[src/rtl/mmd_pkg.sv]
// Package for the memory map select decoder: map constants and types
package mmd_pkg;

   localparam int unsigned ADDR_W = 16;
   localparam int unsigned PAGE_W = 6;
   localparam int unsigned DATA_W = 16;

   // Program page window and unpaged upper block
   localparam logic [15:0] WIN_BASE = 16'h8000;
   localparam logic [15:0] WIN_LAST = 16'hbfff;
   localparam logic [15:0] TOP_BASE = 16'hc000;
   localparam logic [15:0] TOP_LAST = 16'hffff;

   // Internal page thresholds per partition setting
   localparam logic [5:0] PART_THR_128K = 6'h38;
   localparam logic [5:0] PART_THR_256K = 6'h30;
   localparam logic [5:0] PART_THR_512K = 6'h20;

   localparam logic [5:0] PAGE_RESET = 6'h00;

   // Register offsets inside the register block (low bits of address)
   localparam logic [9:0] OFS_PORTA_DAT = 10'h000;
   localparam logic [9:0] OFS_PORTB_DAT = 10'h001;
   localparam logic [9:0] OFS_PORTA_DIR = 10'h002;
   localparam logic [9:0] OFS_PORTB_DIR = 10'h003;
   localparam logic [9:0] OFS_PORTE_DAT = 10'h008;
   localparam logic [9:0] OFS_PORTE_DIR = 10'h009;
   localparam logic [9:0] OFS_EXP_LAST  = 10'h00f;
   localparam logic [9:0] OFS_PORTK_DAT = 10'h032;
   localparam logic [9:0] OFS_PORTK_DIR = 10'h033;
   localparam logic [9:0] OFS_PAGE_REG  = 10'h030;
   localparam int unsigned REG_SPAN_W   = 10;

   typedef enum logic [1:0] {
      PART_128K,
      PART_256K,
      PART_512K,
      PART_1M
   } mmd_part_t;

   typedef enum logic [2:0] {
      MODE_SINGLE,
      MODE_NORMAL_EXP,
      MODE_SPECIAL_PERIPH,
      MODE_EMUL_EXP,
      MODE_SPECIAL_SINGLE
   } mmd_mode_t;

   typedef enum logic [2:0] {
      SEL_NONE,
      SEL_DEBUG,
      SEL_REGS,
      SEL_RAM,
      SEL_EEPROM,
      SEL_FLASH,
      SEL_EXTERNAL
   } mmd_sel_t;

   typedef enum logic [1:0] {
      PCMD_NONE,
      PCMD_CALL,
      PCMD_RETURN
   } mmd_pcmd_t;

endpackage

[src/rtl/mmd_page_if.sv]
// Interface carrying page register state and update requests
`timescale 1ns/1ps
interface mmd_page_if;
   import mmd_pkg::*;
   logic [PAGE_W-1:0] page;
   logic              wr_en;
   logic [PAGE_W-1:0] wr_data;
   mmd_pcmd_t         cmd;
   logic [PAGE_W-1:0] cmd_page;
   logic              busy;
   logic [PAGE_W-1:0] saved_page;
   modport keeper (output page, busy, saved_page,
                   input wr_en, wr_data, cmd, cmd_page);
   modport user   (input page, busy, saved_page,
                   output wr_en, wr_data, cmd, cmd_page);
endinterface

[src/rtl/mmd_page_reg.sv]
// Program page register with ordinary and paged call/return update paths
`timescale 1ns/1ps
module mmd_page_reg (
   input  wire logic ref_clk,
   input  wire logic rst_n,
   mmd_page_if.keeper pg
);
   import mmd_pkg::*;

   logic [PAGE_W-1:0] page_q;
   logic [PAGE_W-1:0] temp_q;

   assign pg.page       = page_q;
   assign pg.saved_page = temp_q;
   assign pg.busy       = 1'b0;

   // Call: old value into temp and new value loaded in the same edge
   always_ff @(posedge ref_clk) begin
      if (!rst_n) begin
         page_q <= PAGE_RESET;
      end else if (pg.cmd != PCMD_NONE) begin
         page_q <= pg.cmd_page; // see
      end else if (pg.wr_en) begin
         page_q <= pg.wr_data;
      end
   end

   always_ff @(posedge ref_clk) begin
      if (!rst_n) begin
         temp_q <= PAGE_RESET;
      end else if (pg.cmd == PCMD_CALL) begin
         temp_q <= page_q;
      end
   end

   chk_write_one_cycle: assert property (@(posedge ref_clk) disable iff (!rst_n)
      pg.wr_en && pg.cmd == PCMD_NONE |=> page_q == $past(pg.wr_data))
      else $error("page write not applied next cycle");
   chk_call_saves_old: assert property (@(posedge ref_clk) disable iff (!rst_n)
      pg.cmd == PCMD_CALL |=> temp_q == $past(page_q)
         && page_q == $past(pg.cmd_page))
      else $error("call did not save old page");
endmodule

[src/rtl/mmd_seq.sv]
// Paged call/return sequencer: drives page updates and stack steps
`timescale 1ns/1ps
module mmd_seq (
   input  wire logic                       ref_clk,
   input  wire logic                       rst_n,
   input  wire logic                       call_start,
   input  wire logic                       call_indirect,
   input  wire logic [mmd_pkg::PAGE_W-1:0] imm_page,
   input  wire logic                       ret_start,
   input  wire logic [15:0]                mem_data,
   input  wire logic [15:0]                ret_addr,
   output logic                            stack_push,
   output logic                            stack_pull,
   output logic [15:0]                     stack_wdata,
   output logic                            ptr_read,
   output logic                            pc_load,
   output logic [15:0]                     pc_value,
   output logic                            queue_refill,
   output logic                            seq_active,
   mmd_page_if.user                        pg
);
   import mmd_pkg::*;

   typedef enum logic [3:0] {
      S_IDLE, S_CALL_PTR_PG, S_CALL_PTR_AD, S_CALL_LOAD, S_CALL_PUSH_RA,
      S_CALL_PUSH_PG, S_CALL_FETCH, S_RET_PULL_PG, S_RET_PULL_RA,
      S_RET_WRITE, S_RET_REFILL
   } mmd_seq_state_t;

   mmd_seq_state_t    state_q;
   logic [PAGE_W-1:0] newpg_q;
   logic [15:0]       target_q;
   logic [PAGE_W-1:0] oldpg_q;

   always_ff @(posedge ref_clk) begin
      if (!rst_n) begin
         state_q <= S_IDLE;
      end else begin
         case (state_q)
            S_IDLE: begin
               if (call_start && call_indirect) begin
                  state_q <= S_CALL_PTR_PG;
               end else if (call_start) begin
                  state_q <= S_CALL_LOAD;
               end else if (ret_start) begin
                  state_q <= S_RET_PULL_PG;
               end
            end
            S_CALL_PTR_PG:  state_q <= S_CALL_PTR_AD;
            S_CALL_PTR_AD:  state_q <= S_CALL_LOAD;
            S_CALL_LOAD:    state_q <= S_CALL_PUSH_RA;
            S_CALL_PUSH_RA: state_q <= S_CALL_PUSH_PG;
            S_CALL_PUSH_PG: state_q <= S_CALL_FETCH;
            S_CALL_FETCH:   state_q <= S_IDLE;
            S_RET_PULL_PG:  state_q <= S_RET_PULL_RA;
            S_RET_PULL_RA:  state_q <= S_RET_WRITE;
            S_RET_WRITE:    state_q <= S_RET_REFILL;
            S_RET_REFILL:   state_q <= S_IDLE;
            default:        state_q <= S_IDLE;
         endcase
      end
   end

   always_ff @(posedge ref_clk) begin
      if (!rst_n) begin
         newpg_q  <= PAGE_RESET;
         target_q <= 16'h0000;
         oldpg_q  <= PAGE_RESET;
      end else begin
         if (state_q == S_IDLE && call_start) begin
            newpg_q  <= imm_page;
            target_q <= mem_data;
         end
         if (state_q == S_CALL_PTR_PG) begin
            newpg_q <= mem_data[PAGE_W-1:0];
         end
         if (state_q == S_CALL_PTR_AD) begin
            target_q <= mem_data;
         end
         if (state_q == S_RET_PULL_PG) begin
            oldpg_q <= mem_data[PAGE_W-1:0];
         end
         if (state_q == S_RET_PULL_RA) begin
            target_q <= mem_data;
         end
      end
   end

   always_comb begin
      pg.cmd       = PCMD_NONE;
      pg.cmd_page  = newpg_q;
      stack_push   = 1'b0;
      stack_pull   = 1'b0;
      stack_wdata  = 16'h0000;
      ptr_read     = 1'b0;
      pc_load      = 1'b0;
      pc_value     = target_q;
      queue_refill = 1'b0;
      case (state_q)
         S_CALL_PTR_PG, S_CALL_PTR_AD: ptr_read = 1'b1;
         S_CALL_LOAD: pg.cmd = PCMD_CALL;
         S_CALL_PUSH_RA: begin
            stack_push  = 1'b1;
            stack_wdata = ret_addr;
         end
         S_CALL_PUSH_PG: begin
            stack_push  = 1'b1;
            stack_wdata = {{(16-PAGE_W){1'b0}}, pg.saved_page};
         end
         S_CALL_FETCH: begin
            pc_load      = 1'b1;
            queue_refill = 1'b1;
         end
         S_RET_PULL_PG: stack_pull = 1'b1;
         S_RET_PULL_RA: stack_pull = 1'b1;
         S_RET_WRITE: begin
            pc_load     = 1'b1;
            pg.cmd      = PCMD_RETURN;
            pg.cmd_page = oldpg_q;
         end
         S_RET_REFILL: queue_refill = 1'b1;
         default: ;
      endcase
   end

   // Interrupts are held off for the whole sequence
   assign seq_active = (state_q != S_IDLE);

   chk_ret_order: assert property (@(posedge ref_clk) disable iff (!rst_n)
      state_q == S_RET_PULL_PG |=> stack_pull ##1 pc_load
         && pg.cmd == PCMD_RETURN ##1 queue_refill)
      else $error("return sequence order broken");
   chk_seq_atomic: assert property (@(posedge ref_clk) disable iff (!rst_n)
      $rose(seq_active) |-> seq_active[*4])
      else $error("sequence interrupted early");
endmodule

[src/rtl/mmd_decoder.sv]
// Memory map select decoder top: priority selects, chip selects, paging
//
// Notes on behaviour
// One select at a time, fixed priority order
// Overlaps select only the higher priority block
// Expanded: unclaimed space and ports A/B external
// Port E emulation enable removes port E registers
// Peripheral mode removes first 16 expansion registers
// Emulation with port K enable removes port K registers
// Port K bit 7 is emulation chip select
// Port K bit 6 is external chip select
// No external select for holes or removed registers
// Enable clear: port K bits 7,6 general purpose
// Page index maps 16K block into window
// Partition switches set on-chip paged size
// Page at or above threshold is internal
// Upper block 0xc000-0xffff always unpaged
// Page register written by bus or call/return
// Call saves, loads, pushes address then page
// Call page immediate, or via pointer indirect
// Return pulls page, address, writes page, refills
// Call and return sequences are uninterruptible
// Cross-page subroutines use call and return only
// Mux core data onto CPU read bus, bytes swapped when swap_bytes is set
// Bus page write effective one cycle later
// Selects combinational on current address and state
`timescale 1ns/1ps
module mmd_decoder (
   input  wire logic               ref_clk,
   input  wire logic               rst_n,
   input  wire logic [15:0]        cpu_addr,
   input  wire logic               cpu_write,
   input  wire logic               cpu_valid,
   input  wire logic [7:0]         cpu_wdata,
   input  wire mmd_pkg::mmd_mode_t op_mode,
   input  wire logic               port_e_emulation_enable,
   input  wire logic               port_k_emulation_enable,
   input  wire logic [1:0]         partition_switches,
   input  wire logic               debug_active,
   input  wire logic [15:0]        debug_base,
   input  wire logic [15:0]        reg_base,
   input  wire logic [15:0]        ram_base,
   input  wire logic [15:0]        ram_size,
   input  wire logic [15:0]        eeprom_base,
   input  wire logic [15:0]        eeprom_size,
   input  wire logic [15:0]        flash_base,
   input  wire logic               reg_implemented,
   input  wire logic               swap_bytes,
   input  wire logic [15:0]        debug_rdata,
   input  wire logic [15:0]        reg_rdata,
   input  wire logic [15:0]        ram_rdata,
   input  wire logic [15:0]        eeprom_rdata,
   input  wire logic [15:0]        flash_rdata,
   input  wire logic [15:0]        ext_rdata,
   input  wire logic [1:0]         port_k_gpio_out,
   input  wire logic [1:0]         port_k_gpio_oe,
   input  wire logic               call_start,
   input  wire logic               call_indirect,
   input  wire logic [5:0]         call_imm_page,
   input  wire logic               ret_start,
   input  wire logic [15:0]        ret_addr,
   output mmd_pkg::mmd_sel_t       block_sel,
   output logic                    window_access,
   output logic                    window_internal,
   output logic [5:0]              page_index_bits,
   output logic [19:0]             flat_addr,
   output logic [1:0]              port_k_hi_out,
   output logic [1:0]              port_k_hi_oe,
   output logic [15:0]             cpu_rdata,
   output logic                    stack_push,
   output logic                    stack_pull,
   output logic [15:0]             stack_wdata,
   output logic                    ptr_read,
   output logic                    pc_load,
   output logic [15:0]             pc_value,
   output logic                    queue_refill,
   output logic                    irq_inhibit
);
   import mmd_pkg::*;

   mmd_page_if pg ();

   mmd_page_reg u_page (
      .ref_clk (ref_clk),
      .rst_n   (rst_n),
      .pg      (pg)
   );

   logic bus_page_wr;
   logic cpu_wr_path;
   logic seq_wr_en;
   logic [5:0] seq_wr_data;

   mmd_seq u_seq (
      .ref_clk       (ref_clk),
      .rst_n         (rst_n),
      .call_start    (call_start),
      .call_indirect (call_indirect),
      .imm_page      (call_imm_page),
      .ret_start     (ret_start),
      .mem_data      (cpu_rdata),
      .ret_addr      (ret_addr),
      .stack_push    (stack_push),
      .stack_pull    (stack_pull),
      .stack_wdata   (stack_wdata),
      .ptr_read      (ptr_read),
      .pc_load       (pc_load),
      .pc_value      (pc_value),
      .queue_refill  (queue_refill),
      .seq_active    (irq_inhibit),
      .pg            (pg)
   );

   function automatic logic in_range(input logic [15:0] a,
                                     input logic [15:0] base,
                                     input logic [15:0] size);
      logic [16:0] off;
      off = {1'b0, a} - {1'b0, base};
      return (a >= base) && (off < {1'b0, size});
   endfunction

   function automatic logic is_expanded(input mmd_mode_t m);
      return m == MODE_NORMAL_EXP || m == MODE_EMUL_EXP
          || m == MODE_SPECIAL_PERIPH;
   endfunction

   logic        expanded;
   logic        emul;
   logic [9:0]  reg_ofs;
   logic        reg_hit;
   logic        reg_removed;
   logic        hit_debug;
   logic        hit_regs;
   logic        hit_ram;
   logic        hit_eeprom;
   logic        hit_flash;
   logic        top_block;
   logic [5:0]  part_thr;
   logic        emul_cs;
   logic        ext_cs;
   logic [15:0] raw_rdata;

   assign expanded = is_expanded(op_mode);
   assign emul     = (op_mode == MODE_EMUL_EXP);
   assign reg_ofs  = cpu_addr[9:0] - reg_base[9:0];
   assign reg_hit  = in_range(cpu_addr, reg_base, 16'h0400);

   // Registers handed to the external bus in the current mode
   always_comb begin
      reg_removed = 1'b0;
      if (expanded && reg_ofs <= OFS_PORTB_DIR) begin
         reg_removed = 1'b1;
      end
      if (expanded && port_e_emulation_enable
          && (reg_ofs == OFS_PORTE_DAT || reg_ofs == OFS_PORTE_DIR)) begin
         reg_removed = 1'b1;
      end
      if (op_mode == MODE_SPECIAL_PERIPH && reg_ofs <= OFS_EXP_LAST) begin
         reg_removed = 1'b1;
      end
      if (emul && port_k_emulation_enable
          && (reg_ofs == OFS_PORTK_DAT || reg_ofs == OFS_PORTK_DIR)) begin
         reg_removed = 1'b1;
      end
   end

   assign hit_debug  = debug_active && in_range(cpu_addr, debug_base,
                                                16'h0100);
   assign hit_regs   = reg_hit && !reg_removed;
   assign hit_ram    = in_range(cpu_addr, ram_base, ram_size);
   assign hit_eeprom = in_range(cpu_addr, eeprom_base, eeprom_size);
   assign top_block  = cpu_addr >= TOP_BASE;
   assign window_access = cpu_addr >= WIN_BASE && cpu_addr <= WIN_LAST;

   always_comb begin
      case (mmd_part_t'(partition_switches))
         PART_128K: part_thr = PART_THR_128K;
         PART_256K: part_thr = PART_THR_256K;
         PART_512K: part_thr = PART_THR_512K;
         default:   part_thr = 6'h00;
      endcase
   end

   assign page_index_bits = pg.page;
   assign window_internal = pg.page >= part_thr;
   assign hit_flash = top_block
                   || (cpu_addr >= flash_base && cpu_addr < WIN_BASE)
                   || (window_access && window_internal);

   // Flat 20-bit address: window uses the page, others fixed pages
   always_comb begin
      if (window_access) begin
         flat_addr = {pg.page, cpu_addr[13:0]};
      end else begin
         flat_addr = {4'hf, cpu_addr};
      end
   end

   // Priority chain yields a single select; lower hits are hidden
   always_comb begin
      if (!cpu_valid) begin
         block_sel = SEL_NONE;
      end else if (hit_debug) begin
         block_sel = SEL_DEBUG; // see
      end else if (hit_regs) begin
         block_sel = SEL_REGS;
      end else if (hit_ram) begin
         block_sel = SEL_RAM;
      end else if (hit_eeprom) begin
         block_sel = SEL_EEPROM;
      end else if (hit_flash) begin
         block_sel = SEL_FLASH;
      end else if (expanded) begin
         block_sel = SEL_EXTERNAL;
      end else begin
         block_sel = SEL_NONE;
      end
   end

   // Holes in register space never reach the external bus
   always_comb begin
      emul_cs = cpu_valid && emul && block_sel == SEL_FLASH;
      ext_cs  = cpu_valid && !emul_cs && expanded
             && block_sel == SEL_EXTERNAL
             && !(reg_hit && (reg_removed || !reg_implemented));
   end

   always_comb begin
      if (port_k_emulation_enable) begin
         port_k_hi_out = {!emul_cs, !ext_cs}; // see
         port_k_hi_oe  = 2'b11;
      end else begin
         port_k_hi_out = port_k_gpio_out;
         port_k_hi_oe  = port_k_gpio_oe;
      end
   end

   // Read data mux and byte swap
   always_comb begin
      case (block_sel)
         SEL_DEBUG:    raw_rdata = debug_rdata;
         SEL_REGS:     raw_rdata = reg_rdata;
         SEL_RAM:      raw_rdata = ram_rdata;
         SEL_EEPROM:   raw_rdata = eeprom_rdata;
         SEL_FLASH:    raw_rdata = flash_rdata;
         SEL_EXTERNAL: raw_rdata = ext_rdata;
         default:      raw_rdata = 16'h0000;
      endcase
      cpu_rdata = swap_bytes ? {raw_rdata[7:0], raw_rdata[15:8]}
                             : raw_rdata;
   end

   // Ordinary bus write to the page register
   assign cpu_wr_path = cpu_valid && cpu_write && hit_regs
                     && reg_ofs == OFS_PAGE_REG;
   assign bus_page_wr = cpu_wr_path && !irq_inhibit;
   assign seq_wr_en   = bus_page_wr;
   assign seq_wr_data = cpu_wdata[5:0];

   always_comb begin
      pg.wr_en   = seq_wr_en;
      pg.wr_data = seq_wr_data;
   end

   chk_hidden_regs: assert property (@(posedge ref_clk) disable iff (!rst_n)
      cpu_valid && hit_regs && !hit_debug |-> block_sel == SEL_REGS)
      else $error("register select lost priority");
   chk_top_unpaged: assert property (@(posedge ref_clk) disable iff (!rst_n)
      top_block |-> flat_addr[19:16] == 4'hf)
      else $error("upper block was paged");
   chk_cs_exclusive: assert property (@(posedge ref_clk) disable iff (!rst_n)
      port_k_emulation_enable |-> !(port_k_hi_out == 2'b00))
      else $error("both chip selects active");
   chk_hole_no_xcs: assert property (@(posedge ref_clk) disable iff (!rst_n)
      port_k_emulation_enable && reg_hit && reg_removed
         |-> port_k_hi_out[0])
      else $error("external select on removed register");
   chk_part_thr: assert property (@(posedge ref_clk) disable iff (!rst_n)
      partition_switches == 2'b00 && pg.page == 6'h37 |-> !window_internal)
      else $error("partition threshold wrong");
endmodule

[config.mk]
export PLATFORM = sky130hd
export DESIGN_NAME = mmd_decoder
export DESIGN_NICKNAME = d
export VERILOG_FILES = /design/src/rtl/mmd_pkg.sv /design/src/rtl/mmd_page_if.sv /design/src/rtl/mmd_page_reg.sv /design/src/rtl/mmd_seq.sv /design/src/rtl/mmd_decoder.sv
export SDC_FILE = /design/constraint.sdc
export NUM_CORES = 1
export LEC_CHECK = 0
export BUFFER_PORTS_ARGS = -buffer_cell sky130_fd_sc_hd__buf_2
export CORE_AREA = 2 2 143 145
export CTS_CLUSTER_SIZE = 14
export DETAILED_ROUTE_END_ITERATION = 10
export DIE_AREA = 0 0 145 147
export PLACE_DENSITY = 0.71
export SLEW_MARGIN = 15
export SYNTH_ARGS = -nofsm -noshare
export SYNTH_HDL_FRONTEND = slang
export SYNTH_SLANG_ARGS = --single-unit
[constraint.sdc]
create_clock -name ref_clk -period 10.2 [get_ports ref_clk]
set_input_delay 2.55 -clock ref_clk [delete_from_list [all_inputs] [get_ports ref_clk]]
set_output_delay 2.55 -clock ref_clk [all_outputs]
set_load 0.05 [all_outputs]
==> impl_metrics.toml <==
[timing]
holdWs_ps = 464
min_period_ps = 9950
tightest_slew_ps = 966
fin_ws_ps = 255
setup_tns_ps = 0
final_hold_viol_count = 0
period_share_pct = 97.5
rsz0062_at_grt = "true"
skew_ps = 4.37
setup_violations = 0
fmax_mhz = 101
slew_violations = 0
maxSlewHeadroom_pct = 35.4

[cells_and_area]
mostFrequentLayoutCells = "356 x buf_2, 134 x inv_1, 113 x nand2_1, 113 x ha_1, 105 x a21oi_1"
fin_cells = 1806
drive_gt1_share_pct = 32.7
final_util_pct = 54.6
stdcell_area_mm2 = 0.0108
ff_latch_area_um2 = 881
final_common_cell = "buf_2"
n_fill_cell = 1918
final_nets = 1924
syn_to_final_growth_pct = 35.1
multi_input_area_mm2 = 0.00645

[power]
ir_drop_mv = 0.0776
p_leak_nw = 5.75
power.density_mw_per_mm2 = 105
p_total_mw = 1.14

[logic_synthesis]
post_synth.cell_area_avg_um2 = 7.12
synthTopCellsByArea = "ha_1 18%, dfxtp_1 11%, a21oi_1 6.6%"
synth_cells = 1127
ys_warn_count = 0
synthFlopType = "dfxtp_1"
synth_top_area_share_pct = 17.6
synth_edf_count = 0
yosys_register_bits = 44
synth_cell_types = 82
ys_seq_area_share_pct = 11.0
synth_area_leader_cell = "ha_1"
async_reset_ff_share_pct = 0
synth_area_mm2 = 0.00802
syn_nets = 1518

[place]
post-dp-hpwl_um = 27200
port_buffers = 360
postPlaceCellArea_mm2 = 0.0106
place.gp.congestion = 0.932
dp_slack_ps = -245
dp_cells = 1793

[routing]
routedWlPerCell_um = 17.9
routed_via_density = 5.62
vias = 10144
ant_nets = 0
drt_iter0_markers = 577
wl_um = 32300
drcViolationCount = 0
dr.pass1.iters = 7

[grt]
grt-ovfl-total = 0
antenna_found_initial = 3
grt_pass1_vias = 9484
track_usage_pct = 28.9
grt_max_degree = 34
grt_pass1_wl_um = 49500

[clock_tree]
clk_pin_slew_ps = 70
cts.sinks = 44
cts_hold_buf = 0
cts_made_buffers = 5
cts_tree = "yes"
cts.root.buffer_cell = "clkbuf_16"
htreeDepth = 2
clk_path_buf_depth = 2
insertion_delay_ps = 290

[hold_path]
min_path_cells = 2
min_to = "u_page.pg.saved_page[5]"
hp-start = "u_page.pg.saved_page[5]"
hold_path.class = "reg2reg"

[floorplan]
rows = 52
boundaryPins = 364
die_area_mm2 = 0.0213
dieHeight_um = 147
core-area_mm2 = 0.0198
start_util_pct = 40.4
die_w_um = 145

[worst_setup_path]
reg2reg_to = "u_seq.newpg_q[2]"
crit_arrival_ps = 7400
crit_type = "in2out"
required_ps = 7650
r2r-start = "u_page.pg.page[3]"
ff2ff_path_depth = 14
endpoint_kind = "output port"
crit_path_max_fanout = 8
cp-start-kind = "input pin"
regToRegSetupSlack_ps = 6790

[outcome]
outcome = "finished clean"

[flow_run]
maxCapViolCount = 0
-- synthesized netlist by cell type, types with 14 or more instances --
library cell  number
xnor2_1           26
dfxtp_1           44
ha_1             113
o211ai_1          20
o21ai_0           57
and2_1            20
a211oi_1          19
nand2_1          113
buf_4             16
clkbuf_1          28
nor3_1            18
a21o_1            23
or3_1             16
inv_1            134
nor2_1            60
and3_1            18
nand3_1           20
a21oi_1          106
o211a_1           14
nand2b_1          15
-- layout make-up --
cell class	count	share of cell area, %
clock buffer	5	1.15
tap	270	3.12
antenna	2	0.0462
inverter	134	4.64
sequential	44	8.13
timing repair buffer	449	23.0
multi-input combinational	899	59.5
clock inverter	3	0.427
-- worst max-delay path, cell delays in order --
cell	delay, ps
buf_2	90
inv_1	80
ha_1	230
fa_1	400
nand2b_1	180
a21oi_1	220
o22ai_1	140
nor2_1	150
o21ai_0	90
nand2b_1	80
a21oi_1	70
xnor2_1	140
ha_1	290
o211a_1	130
a211oi_2	270
nor4_1	120
a221oi_2	340
o211ai_1	270
nand2_1	220
a2111oi_4	60
buf_4	210
a221oi_1	320
buf_4	180
nand2_1	80
mux2_2	270
buf_2	210
-- logic make-up (layout without fill, tap and decap cells) --
| logic type | after synthesis | count (layout) | share of synthesized area, % |
|---|---|---|---|
| AO/OA/AOI/OAI | 394 | 394 | 34.3 |
| AND/OR/NAND/NOR | 338 | 338 | 20.8 |
| buffers and inverters | 184 | 591 | 9.58 |
| adder cells (fa/ha/maj) | 117 | 117 | 18.5 |
| flip-flops | 44 | 44 | 11.0 |
| XOR/XNOR | 33 | 33 | 3.60 |
| multiplexers | 17 | 17 | 2.23 |
| other | 0 | 2 | 0 |
-- registers in the layout, summed over array words and instances, names as in the netlist --
name and count:
u_page.pg.saved_page 6, u_page.pg.page 6, u_seq.oldpg_q 6, u_seq.pc_value 16, u_seq.state_q 4, u_seq.newpg_q 6
-- worst max path at each step --
stage | from | end | slack, ps | cells after the start
after global routing | cpu_addr[1] | cpu_rdata[13] | -10 | 25
after floorplan | ram_base[3] | cpu_rdata[8] | 420 | 24
after detailed placement | cpu_addr[0] | cpu_rdata[2] | -240 | 23
after global placement | cpu_addr[0] | cpu_rdata[2] | -130 | 23
final | cpu_addr[0] | cpu_rdata[7] | 250 | 26
after CTS | cpu_addr[0] | cpu_rdata[5] | 30 | 25
-- report_power, final --
part	leakage (nW)	switching, mW	internal (mW)
Combinational	5.31	0.455	0.289
Sequential	0.358	0.0163	0.188
Clock	0.0804	0.0739	0.117
Total	5.75	0.545	0.593
-- layer usage --
metal / global-route usage (%) / part of all wire, %
met1: 38.8 / 45
met2: 49.5 / 46
met4: 6.83 / 2.2
met3: 3.45 / 6.4
met5: 0 / 0.053
-- repair_timing --
| action | in CTS | in global routing |
|---|---|---|
| setup buffers | 0 | 3 |
| setup endpoints to repair | 12 | 16 |
| pin swaps | 0 | 2 |
| resized for setup | 3 | 18 |
No activity file was read; power rests on OpenSTA's default activity.
